`src/logic/hsw_pkg.sv`:
```
package hsw_pkg;

    // ------------------------------------------------------------------
    // Clock and time base
    // ------------------------------------------------------------------
    localparam int CLK_HZ       = 25_000_000;
    localparam int TICK_US      = 100;
    localparam int TICK_CYC     = CLK_HZ / 1_000_000 * TICK_US;
    localparam int PWM_SLOW_HZ  = 200;
    localparam int PWM_FAST_HZ  = 400;
    localparam int PWM_STEPS    = 255;
    localparam int PWM_SLOW_CYC = CLK_HZ / (PWM_SLOW_HZ * PWM_STEPS);
    localparam int PWM_FAST_CYC = CLK_HZ / (PWM_FAST_HZ * PWM_STEPS);

    // On-times in microseconds, periods in milliseconds
    localparam int ON_T1_US  = 100;
    localparam int ON_T2_US  = 300;
    localparam int ON_T3_US  = 1000;
    localparam int ON_T4_US  = 10000;
    localparam int ON_T5_US  = 20000;
    localparam int PER_T0_MS = 10;
    localparam int PER_T1_MS = 20;
    localparam int PER_T2_MS = 50;
    localparam int PER_T3_MS = 100;
    localparam int PER_T4_MS = 200;
    localparam int PER_T5_MS = 1000;
    localparam int PER_T6_MS = 2000;

    // ------------------------------------------------------------------
    // Register map and fields
    // ------------------------------------------------------------------
    localparam logic [6:0] ADDR_TMR_A = 7'h0C;
    localparam logic [6:0] ADDR_TMR_B = 7'h0D;
    localparam logic [6:0] ADDR_SD    = 7'h10;
    localparam logic [6:0] ADDR_SEL_A = 7'h14;
    localparam logic [6:0] ADDR_SEL_B = 7'h15;
    localparam logic [7:0] REG_RST    = 8'h00;
    localparam logic [7:0] CFG_MASK   = 8'h77;
    localparam logic [7:0] SD_MASK    = 8'h70;
    localparam int         ON_LSB     = 4;
    localparam int         PER_LSB    = 0;
    localparam int         SEL_HI_LSB = 4;
    localparam int         SEL_LO_LSB = 0;
    localparam int         OVD_BIT    = 6;
    localparam int         UVD_BIT    = 5;
    localparam int         REC_BIT    = 4;

    // Field codes
    localparam logic [2:0] SEL_OFF   = 3'h0;
    localparam logic [2:0] SEL_ON    = 3'h1;
    localparam logic [2:0] SEL_TMR_A = 3'h2;
    localparam logic [2:0] SEL_TMR_B = 3'h3;
    localparam logic [2:0] SEL_PWM_A = 3'h4;
    localparam logic [2:0] SEL_PWM_B = 3'h5;
    localparam logic [2:0] ON_LOW    = 3'h0;
    localparam logic [2:0] ON_HIGH   = 3'h6;
    localparam logic [2:0] CODE_RSV  = 3'h7;

    typedef enum logic [1:0] {TMR_LOW, TMR_HIGH, TMR_RUN} hsw_tmr_st_t;

    // ------------------------------------------------------------------
    // Code tables in timer ticks
    // ------------------------------------------------------------------
    function automatic logic [14:0] hsw_on_ticks(input logic [2:0] c);
        case (c)
            3'h1:    return 15'(ON_T1_US / TICK_US);
            3'h2:    return 15'(ON_T2_US / TICK_US);
            3'h3:    return 15'(ON_T3_US / TICK_US);
            3'h4:    return 15'(ON_T4_US / TICK_US);
            3'h5:    return 15'(ON_T5_US / TICK_US);
            default: return 15'h0000;
        endcase
    endfunction : hsw_on_ticks

    function automatic logic [14:0] hsw_per_ticks(input logic [2:0] c);
        case (c)
            3'h0:    return 15'(PER_T0_MS * 1000 / TICK_US);
            3'h1:    return 15'(PER_T1_MS * 1000 / TICK_US);
            3'h2:    return 15'(PER_T2_MS * 1000 / TICK_US);
            3'h3:    return 15'(PER_T3_MS * 1000 / TICK_US);
            3'h4:    return 15'(PER_T4_MS * 1000 / TICK_US);
            3'h5:    return 15'(PER_T5_MS * 1000 / TICK_US);
            3'h6:    return 15'(PER_T6_MS * 1000 / TICK_US);
            default: return 15'h0001;
        endcase
    endfunction : hsw_per_ticks

endpackage : hsw_pkg

```
`src/logic/hsw_cyc_timer.sv`:
```
`timescale 1ns/1ps
module hsw_cyc_timer
    import hsw_pkg::*;
#(
    parameter int TICK_CYC_P = TICK_CYC
) (
    input  wire logic       clk_sys_i,
    input  wire logic       rstn_i,
    input  wire logic       start_i,
    input  wire logic [2:0] on_code_i,
    input  wire logic [2:0] per_code_i,
    output logic            drive_o
);

    typedef struct packed {
        hsw_tmr_st_t st;
        logic [11:0] div;
        logic [14:0] pos;
        logic        drive;
    } hsw_tmr_state_t;

    hsw_tmr_state_t s_q;
    hsw_tmr_state_t s_d;

    // ------------------------------------------------------------------
    // Period and on-time sequencing
    // ------------------------------------------------------------------
    always_comb begin
        s_d = s_q;
        if (on_code_i == ON_LOW || on_code_i == CODE_RSV || per_code_i == CODE_RSV) begin
            s_d.st = TMR_LOW;
        end else if (on_code_i == ON_HIGH) begin
            s_d.st = TMR_HIGH;
        end else begin
            s_d.st = TMR_RUN;
        end
        if (start_i || s_d.st != TMR_RUN) begin
            s_d.div = 12'h000;
            s_d.pos = 15'h0000;
        end else if (s_q.div >= 12'(TICK_CYC_P - 1)) begin
            s_d.div = 12'h000;
            if (s_q.pos >= hsw_per_ticks(per_code_i) - 15'h0001) begin
                s_d.pos = 15'h0000;
            end else begin
                s_d.pos = s_q.pos + 15'h0001;
            end
        end else begin
            s_d.div = s_q.div + 12'h001;
        end
        case (s_d.st)
            TMR_LOW:  s_d.drive = 1'b0;
            TMR_HIGH: s_d.drive = 1'b1;
            TMR_RUN:  s_d.drive = s_d.pos < hsw_on_ticks(on_code_i);
            default:  s_d.drive = 1'b0;
        endcase
    end

    always_ff @(posedge clk_sys_i or negedge rstn_i) begin
        if (!rstn_i) begin
            s_q <= '0;
        end else begin
            s_q <= s_d;
        end
    end

    assign drive_o = s_q.drive;

    // ------------------------------------------------------------------
    // Checks
    // ------------------------------------------------------------------
    logic run_code;
    assign run_code = on_code_i != ON_LOW && on_code_i != ON_HIGH
                      && on_code_i != CODE_RSV && per_code_i != CODE_RSV;
endmodule : hsw_cyc_timer

```
`src/logic/hsw_switch_ctrl.sv`:
```
`timescale 1ns/1ps
// Overview of operation
// Timer B on-time code 000 stops the timer and holds its switches off.
// Timer B on-time code 110 stops the timer and holds its switches on.
// On-time codes 001 to 101 give 0.1, 0.3, 1, 10, 20 ms; 111 reserved.
// Period codes 000 to 110 give 10 ms up to 2 s; 111 reserved.
// Host assigns a timer to a switch before programming its on-time.
// Writing a running on-time code starts the timer without a start command.
// Clearing timer-driven selects in restart state also clears both timer configs; done only once both select registers are 0x00.
// Reserved bits of all registers read as zero.
// Shutdown bit 6 set disables switch-off on supply over-voltage.
// Shutdown bit 5 set disables switch-off on supply under-voltage.
// Bit 4 set restores switches after a supply fault; cleared, they stay off.
// Select code 000 turns a switch off, 001 turns it on.
// Select code 010 hands a switch to timer A, 011 to timer B.
// Select 100 hands a switch to modulator A, 101 to B; 110, 111 reserved.
// Select pair A holds switches 2 and 1, pair B switches 4 and 3.
// Over-current or over-temperature on a switch clears its select field.
// All registers read 0x00 after power-on and soft reset.
// Timer A uses the same codes as timer B from its own register.
// Modulator drives on for duty/255 of each period; 0 off, 255 on.
// Modulator runs at 200 Hz with its speed bit 0, 400 Hz with 1.
// A running timer drives on for the on-time at each period start.
// Reserved select, on-time or period codes keep the switch off.
module hsw_switch_ctrl
    import hsw_pkg::*;
#(
    parameter int TICK_CYC_P = TICK_CYC
) (
    input  wire logic       clk_sys_i,
    input  wire logic       rstn_i,
    input  wire logic       soft_reset_i,
    input  wire logic       restart_state_i,
    input  wire logic [6:0] reg_addr_i,
    input  wire logic       reg_wr_i,
    input  wire logic       reg_rd_i,
    input  wire logic [7:0] reg_wdata_i,
    output logic      [7:0] reg_rdata_o,
    input  wire logic [7:0] pwm_a_duty_i,
    input  wire logic [7:0] pwm_b_duty_i,
    input  wire logic       pwm_a_fast_i,
    input  wire logic       pwm_b_fast_i,
    input  wire logic       supply_ov_i,
    input  wire logic       supply_uv_i,
    input  wire logic [3:0] fault_clear_i,
    output logic      [3:0] high_side_out_o
);

    typedef struct packed {
        logic [7:0]      tmr_a;
        logic [7:0]      tmr_b;
        logic [7:0]      sd;
        logic [7:0]      sel_a;
        logic [7:0]      sel_b;
        logic [7:0]      rdata;
        logic            fault;
        logic [1:0][8:0] pdiv;
        logic [1:0][7:0] ppos;
        logic [3:0]      hs;
    } hsw_top_state_t;

    hsw_top_state_t s_q;
    hsw_top_state_t s_d;
    logic [1:0]     tmr_start;
    logic [1:0]     tmr_drive;
    logic [1:0]     pwm_drive;
    logic           fault_now;

    // ------------------------------------------------------------------
    // Helpers
    // ------------------------------------------------------------------
    function automatic logic [2:0] sel_field(input logic [7:0] a, input logic [7:0] b,
                                             input int i);
        logic [7:0] r;
        r = (i < 2) ? a : b;
        return (i % 2 == 1) ? r[SEL_HI_LSB +: 3] : r[SEL_LO_LSB +: 3];
    endfunction : sel_field

    function automatic logic uses_timer(input logic [7:0] r);
        logic [2:0] hi;
        logic [2:0] lo;
        hi = r[SEL_HI_LSB +: 3];
        lo = r[SEL_LO_LSB +: 3];
        return hi == SEL_TMR_A || hi == SEL_TMR_B || lo == SEL_TMR_A || lo == SEL_TMR_B;
    endfunction : uses_timer

    // ------------------------------------------------------------------
    // Cyclic timers
    // ------------------------------------------------------------------
    hsw_cyc_timer #(.TICK_CYC_P(TICK_CYC_P)) u_tmr_a (
        .clk_sys_i  (clk_sys_i),
        .rstn_i     (rstn_i),
        .start_i    (tmr_start[0]),
        .on_code_i  (s_q.tmr_a[ON_LSB +: 3]),
        .per_code_i (s_q.tmr_a[PER_LSB +: 3]),
        .drive_o    (tmr_drive[0])
    );

    hsw_cyc_timer #(.TICK_CYC_P(TICK_CYC_P)) u_tmr_b (
        .clk_sys_i  (clk_sys_i),
        .rstn_i     (rstn_i),
        .start_i    (tmr_start[1]),
        .on_code_i  (s_q.tmr_b[ON_LSB +: 3]),
        .per_code_i (s_q.tmr_b[PER_LSB +: 3]),
        .drive_o    (tmr_drive[1])
    );

    // ------------------------------------------------------------------
    // Registers, modulators and switch drive
    // ------------------------------------------------------------------
    always_comb begin
        logic [2:0] code;
        logic       fast;
        code      = SEL_OFF;
        fast      = 1'b0;
        s_d       = s_q;
        tmr_start = 2'b00;
        fault_now = (supply_ov_i && !s_q.sd[OVD_BIT])
                    || (supply_uv_i && !s_q.sd[UVD_BIT]);
        s_d.fault = fault_now;
        if (reg_wr_i) begin
            case (reg_addr_i)
                ADDR_TMR_A: begin
                    s_d.tmr_a    = reg_wdata_i & CFG_MASK;
                    tmr_start[0] = 1'b1;
                end
                ADDR_TMR_B: begin
                    s_d.tmr_b    = reg_wdata_i & CFG_MASK;
                    tmr_start[1] = 1'b1;
                end
                ADDR_SD:    s_d.sd    = reg_wdata_i & SD_MASK;
                ADDR_SEL_A: s_d.sel_a = reg_wdata_i & CFG_MASK;
                ADDR_SEL_B: s_d.sel_b = reg_wdata_i & CFG_MASK;
                default: ;
            endcase
        end
        if (restart_state_i && (uses_timer(s_q.sel_a) || uses_timer(s_q.sel_b))
            && s_d.sel_a == REG_RST && s_d.sel_b == REG_RST) begin
            s_d.tmr_a = REG_RST;
            s_d.tmr_b = REG_RST;
        end
        // Hardware clears win over a host write in the same cycle
        if (fault_clear_i[0]) s_d.sel_a[SEL_LO_LSB +: 3] = SEL_OFF;
        if (fault_clear_i[1]) s_d.sel_a[SEL_HI_LSB +: 3] = SEL_OFF;
        if (fault_clear_i[2]) s_d.sel_b[SEL_LO_LSB +: 3] = SEL_OFF;
        if (fault_clear_i[3]) s_d.sel_b[SEL_HI_LSB +: 3] = SEL_OFF;
        if (fault_now && !s_q.fault && !s_q.sd[REC_BIT]) begin
            s_d.sel_a = REG_RST;
            s_d.sel_b = REG_RST;
        end
        if (soft_reset_i) begin
            s_d.tmr_a = REG_RST;
            s_d.tmr_b = REG_RST;
            s_d.sd    = REG_RST;
            s_d.sel_a = REG_RST;
            s_d.sel_b = REG_RST;
        end
        if (reg_rd_i) begin
            case (reg_addr_i)
                ADDR_TMR_A: s_d.rdata = s_q.tmr_a;
                ADDR_TMR_B: s_d.rdata = s_q.tmr_b;
                ADDR_SD:    s_d.rdata = s_q.sd;
                ADDR_SEL_A: s_d.rdata = s_q.sel_a;
                ADDR_SEL_B: s_d.rdata = s_q.sel_b;
                default:    s_d.rdata = REG_RST;
            endcase
        end
        for (int k = 0; k < 2; k++) begin
            fast = (k == 0) ? pwm_a_fast_i : pwm_b_fast_i;
            if (s_q.pdiv[k] >= 9'(fast ? PWM_FAST_CYC - 1 : PWM_SLOW_CYC - 1)) begin
                s_d.pdiv[k] = 9'h000;
                if (s_q.ppos[k] >= 8'(PWM_STEPS - 1)) begin
                    s_d.ppos[k] = 8'h00;
                end else begin
                    s_d.ppos[k] = s_q.ppos[k] + 8'h01;
                end
            end else begin
                s_d.pdiv[k] = s_q.pdiv[k] + 9'h001;
            end
        end
        pwm_drive[0] = s_q.ppos[0] < pwm_a_duty_i;
        pwm_drive[1] = s_q.ppos[1] < pwm_b_duty_i;
        for (int i = 0; i < 4; i++) begin
            code = sel_field(s_q.sel_a, s_q.sel_b, i);
            case (code)
                SEL_OFF:   s_d.hs[i] = 1'b0;
                SEL_ON:    s_d.hs[i] = 1'b1;
                SEL_TMR_A: s_d.hs[i] = tmr_drive[0];
                SEL_TMR_B: s_d.hs[i] = tmr_drive[1];
                SEL_PWM_A: s_d.hs[i] = pwm_drive[0];
                SEL_PWM_B: s_d.hs[i] = pwm_drive[1];
                default:   s_d.hs[i] = 1'b0;
            endcase
            if (fault_now) s_d.hs[i] = 1'b0;
        end
    end

    always_ff @(posedge clk_sys_i or negedge rstn_i) begin
        if (!rstn_i) begin
            s_q <= '0;
        end else begin
            s_q <= s_d;
        end
    end

    assign reg_rdata_o     = s_q.rdata;
    assign high_side_out_o = s_q.hs;

    logic supply_ok;
    assign supply_ok = !supply_ov_i && !supply_uv_i;
endmodule : hsw_switch_ctrl

```
`config.mk`:
```
export PLATFORM = sky130hd
export DESIGN_NAME = hsw_switch_ctrl
export DESIGN_NICKNAME = d
export VERILOG_FILES = /design/src/logic/hsw_pkg.sv /design/src/logic/hsw_cyc_timer.sv /design/src/logic/hsw_switch_ctrl.sv
export SDC_FILE = /design/constraint.sdc
export NUM_CORES = 1
export LEC_CHECK = 0
export BUFFER_PORTS_ARGS = -buffer_cell sky130_fd_sc_hd__clkbuf_2
export CAP_MARGIN = 20
export CORE_MARGIN = 2
export CORE_UTILIZATION = 55
export CTS_CLUSTER_SIZE = 8
export DETAILED_ROUTE_END_ITERATION = 10
export PLACE_DENSITY = 0.74
export REMOVE_ABC_BUFFERS = 1
export SLEW_MARGIN = 20
export SYNTH_ARGS = -nofsm -noshare
export SYNTH_HDL_FRONTEND = slang
export SYNTH_SLANG_ARGS = --single-unit
```
`constraint.sdc`:
```
create_clock -name clk_sys_i -period 5.03 [get_ports clk_sys_i]
set_input_delay 0.2515 -clock clk_sys_i [delete_from_list [all_inputs] [get_ports clk_sys_i]]
set_output_delay 0.2515 -clock clk_sys_i [all_outputs]
set_load 0.02 [all_outputs]
```
# Word-level counts from Yosys, hierarchy flattened
# Cells that the tools add are included.
[op_classes]
n_reduce_logical = 39
n_lt_le_gt_ge = 12
muxes = 55
n_addsub = 10
n_eq_ne = 59
[op_table]
columns = ["op", "count"]
rows = [
  ["$pmux W15 S7", 2],
  ["$mux W15", 10],
  ["$pmux W8 S5", 3],
  ["$mux W40", 2],
  ["$eq A3 B3 Y1 const B", 24],
  ["$mux W8", 7],
  ["$mux W27", 2],
  ["$eq A3 B2 Y1 const B", 16],
  ["$mux W9", 4],
  ["$mux W16", 2],
  ["$add A15 B1 Y15 const B", 2],
  ["$ge A15 B15 Y1", 2],
  ["$lt A15 B15 Y1", 2],
  ["$sub A15 B1 Y15 const B", 2],
  ["$add A12 B1 Y12 const B", 2],
  ["$eq A3 B1 Y1 const B", 8],
  ["$ge A12 B12 Y1 const B", 2],
  ["$mux W12", 2],
  ["$eq A7 B5 Y1 const B", 3],
  ["$pmux W1 S5", 4],
  ["$add A9 B1 Y9 const B", 2],
  ["$ge A9 B9 Y1", 2],
  ["$add A8 B1 Y8 const B", 2],
  ["$ge A8 B8 Y1 const B", 2],
  ["17 further kinds", 66],
]
[totals]
ff_bits = 143
output_inout_bits = 12
word_cells = 193

# Longest topological paths before layout
[depth]
word_depth = 14
depth_mapped = 21
mapped_depth_nobuf = 19

# By module
# A second synthesis with hierarchy kept.
[unflattened]
cells_unflattened = 977
area_unflattened_um2 = 9013.6
[by_module_without_submodules]
columns = ["mod", "seq_area_each_um2", "cells_each", "area_per_inst_um2", "instances"]
rows = [
  ["hsw_switch_ctrl", 1951.9, 490, 4714.5, 1],
  ["hsw_cyc_timer (u_tmr_a)", 700.7, 250, 2178.3, 1],
  ["hsw_cyc_timer (u_tmr_b)", 700.7, 237, 2120.8, 1],
]

# Least setup slack after synthesis
# Ideal clock, no wire load.
[synth_path]
path_kind = "register to register"
start = "register s_q[81] (netlist bit)"
end = "register u_tmr_a.s_q (netlist bit u_tmr_a.drive_o)"
path_stages_with_launch = 22
t_arrival_ns = 3.711
synth_period_minus_slack_ns = 3.811
slack_ns = 1.219
required_time_ns = 4.931
n_path_buf = 2
path_cell_list = "dfrtp_1 > clkbuf_1 > inv_1 > a21oi_1 > or2_2 > ha_1 > nand2_1 > nor2_1 > nand2_1 > o21a_1 > o21ai_1 > clkbuf_1 > nor2_1 > ha_1 > and4_1 > o21ai_0 > inv_1 > a41oi_1 > a21bo_2 > o21ai_0 > a221oi_1 > a311oi_1"
[synth_rtl]
columns = ["item", "line_no", "source"]
rows = [
  ["start, declared", "hsw_switch_ctrl.sv:62", "hsw_top_state_t s_q;"],
  ["start signal, assigned", "hsw_switch_ctrl.sv:200", "s_q <= '0;"],
  ["start signal, assigned", "hsw_switch_ctrl.sv:202", "s_q <= s_d;"],
  ["end signal, assigned", "hsw_cyc_timer.sv:60", "s_q <= '0;"],
  ["end signal, assigned", "hsw_cyc_timer.sv:62", "s_q <= s_d;"],
  ["end, declared", "hsw_cyc_timer.sv:22", "hsw_tmr_state_t s_q;"],
]

==> summary.md <==
| Metric | Value |
|---|---|
| Initial core utilization | 0.557 |
| Vias in the first global route | around 6,700 |
| Area of the mapped netlist | 8790 um^2 |
| Setup_tns | 0 ns |
| Gr ovfl total | 0 |
| Area contributors post-synth | dfrtp_1 (38%), ha_1 (11%), nor2_1 (4.6%) |
| Share of cells above drive strength 1 | 0.119 |
| Synth top area share | 0.382 |
| Area post-placement | between 9000 and 10,000 um^2 |
| Power Density | 273 nW/um^2 |
| Total track usage | 0.238 |
| Drt drc | 0 |
| EDFF count, synth | 0 |
| Hold WC Path Type | input pin to flop |
| Global-route wire length before repair | 32,100 um |
| CP cell instances | inv_1 > a21oi_1 > or2_2 > ha_1 > and4_1 > a21oi_1 > o211ai_1 > a41oi_1 > o21ai_1 > buf_4 > nor2_1 > ha_1 > a2111oi_0 > o21ai_0 > a221oi_1 > o32ai_1 > a311oi_1 |
| Max incr delay on CP | approximately 0.49 ns |
| Clk sinks | 134 |
| RR Endpoint | u_tmr_b.drive_o |
| CP Capture Type | flop |
| Cells after synthesis | 962 |
| M1 GR Usage | 0.330 |
| Max Cap Viol | 0 |
| Worst r2r path cells | 17 |
| R2R Setup Slk | between 0.8 and 0.9 ns |
| Crit path launch type | flop |
| Power after layout | 2.66 mW |
| Antenna violations before repair | 0 |
| Vias per Instance | 5.74 |
| Dpl cells | around 1,200 |
| GPL Wtd Cong | 0.856 |
| Max-slew violations | 0 |
| Flops & latches, synth | roughly 130 |
| CTS tree | built |
| Crit path DAT | 4.51 ns |
| Clk_skew | 0.0123 ns |
| H-tree Lvls | 4 |
| DPL Wire Length | 13,700 um |
| Largest area contributor in the netlist | dfrtp_1 |
| Syn_area_per_cell | a little over 9 um^2 |
| Crit path time final | 4.18 ns |
| P&R area growth vs syn | 11.2% |
| Worst Hold Launch | fault_clear_i[1] |
| Worst Hold Depth | 2 |
| DRT iter0 DRCs | around 400 |
| Die Ht | 130 um |
| Post-Layout Cell Count | 1,233 |
| CP max FO | 15 |
| Worst slew pin tran | about 0.94 ns |
| Fin area | 9770 um^2 |
| Drt wl/cell | about 15 um |
| Largest net degree at the start of global routing | 90 |
| Floorplan die width | 130 um |
| Final setup viols | 0 |
| Site Rows | 46 |
| # IOs | 57 |
| Worst vdd ir | between 200 and 250 uV |
| Met2 usage | 0.382 |
| Status | complete, no violations |
| Vias | roughly 7,100 |
| RSZ-0062 raised after global routing | false |
| Final period util | 0.830 |
| Slew headroom | 0.371 |
| GR Layer Usage met3 | 0.0403 |
| Buffers on Ports | between 50 and 60 |
| Drt first pass iters | 5 |
| YS warnings | 0 |
| WS Path Type | flop to flop |
| Antenna Cells | 0 |
| Critical path data required time | between 5 and 6 ns |
| Most frequent cells in the layout | dfrtp_1 (134), nor2_1 (108), ha_1 (79), nand2_1 (73), inv_1 (63) |
| Clk Latency, worst-skew pair | 0.43 ns |
| Die ar. | 17,000 um^2 |
| Critical path's slowest cell | dfrtp_1 |
| CTS root buf | clkbuf_16 |
| Antenna Nets Post-Route | 0 |
| CORE AREA | 15,800 um^2 |
| WL final | 19,000 um |
| Hold endpoint | s_q[60] |
| Post-synth top flop | dfrtp_1 |
| Clock Path Buffers | 2 |
| Fin. Hold Viols | 0 |
| Num CTS Buffers | 17 |
| Commonest non-fill, non-tap cell in the layout | dfrtp_1 |
| RR Startpoint | s_q[73] |
| Leak pwr | 4.70 nW |
| Clk pin slew, worst setup/hold paths | roughly 0.06 ns |
| Fmax | 239 MHz |
| Sequential-to-total area share from yosys stat | 0.382 |
| Net count reported at finish | 1,128 |
| Yosys cell types | between 70 and 80 |
| Fraction of registers with async set/reset | 1.00 |
| Global route hottest layer | met2 |
| Worst hold slack | around 0.013 ns |
[layer usage]
metal / vias to the layer above / part of all wire
met4: 0 / 0.014
met5: - / 0
met3: 26 / 0.049
met2: 180 / 0.47
li1: 3498 / -
met1: 3372 / 0.47
[cell usage after synthesis (9+ instances only)]
cell type,instances
a21o_1,15
a21oi_1,35
and3_1,33
buf_4,12
clkbuf_1,17
dfrtp_1,134
ha_1,79
inv_1,63
mux2i_1,27
nand2_1,73
nand3_1,50
nand4_1,9
nor2_1,108
nor3_1,22
o21ai_0,49
xnor2_1,27
xor2_1,39
[report_power, final]
part           total [mW]  internal (mW)  switching [mW]
Sequential           1.12           1.10          0.0267
Combinational       0.227         0.0846           0.143
Clock                1.31          0.811           0.501
[worst max path at each step]
stage / from / endpoint / slack (ns)
floorplan: s_q[73] / u_tmr_b.drive_o / 1.21
global placement: s_q[73] / u_tmr_b.drive_o / 0.92
detailed placement: s_q[73] / u_tmr_b.drive_o / 0.87
CTS: s_q[73] / u_tmr_b.drive_o / 0.87
global route: s_q[73] / u_tmr_b.drive_o / 0.37
finish: s_q[73] / u_tmr_b.drive_o / 0.85
[sequential cells by signal, indices dropped and copies added, names as in the netlist]
signal,flops
u_tmr_b.s_q,27
reg_rdata_o,8
u_tmr_a.drive_o,1
u_tmr_b.drive_o,1
s_q,66
high_side_out_o,4
u_tmr_a.s_q,27
[critical path, delay by kind of cell (launching register included)]
family,cells,cell delay (ns)
adders and majority gates,2,0.53
buffers and inverters,2,0.37
AOI/OAI and AO/OA,10,1.99
DFF,1,0.49
and+or+nand+nor,3,0.68
[kinds of logic after synthesis]
| logic type | Yosys count | share of synthesized area |
|---|---|---|
| buffers and inverters | 101 | 0.0538 |
| adders and majority gates | 79 | 0.112 |
| AOI/OAI and AO/OA | 190 | 0.147 |
| xor gates and xnor gates | 66 | 0.0658 |
| and+or+nand+nor | 361 | 0.204 |
| muxes | 30 | 0.0346 |
| DFF | 134 | 0.382 |
| other | 1 | 0.000427 |
[cell type report]
type                    count  area (um^2)
repair buffers             60          324
clock inverters            13          168
well taps                 216          270
inverters                  63          236
fillers                  1358         6000
flip-flops and latches    134         3350
clock buffers              19          453
multi-input cells         728         4970
[repair_timing]
action                    CTS  global route
hold buffers                1             0
hold endpoints to repair   88             0
gates resized for setup     0             0
setup buffers               0             0
[per-stage QoR]
stage	util	worst slack, ns
finish	0.620	0.853
global placement	0.580	0.925
CTS	0.620	0.866
detailed placement	0.580	0.872
floorplan	-	1.21
global route	0.620	0.365
Note: power is estimated with default switching activity, not from simulation.
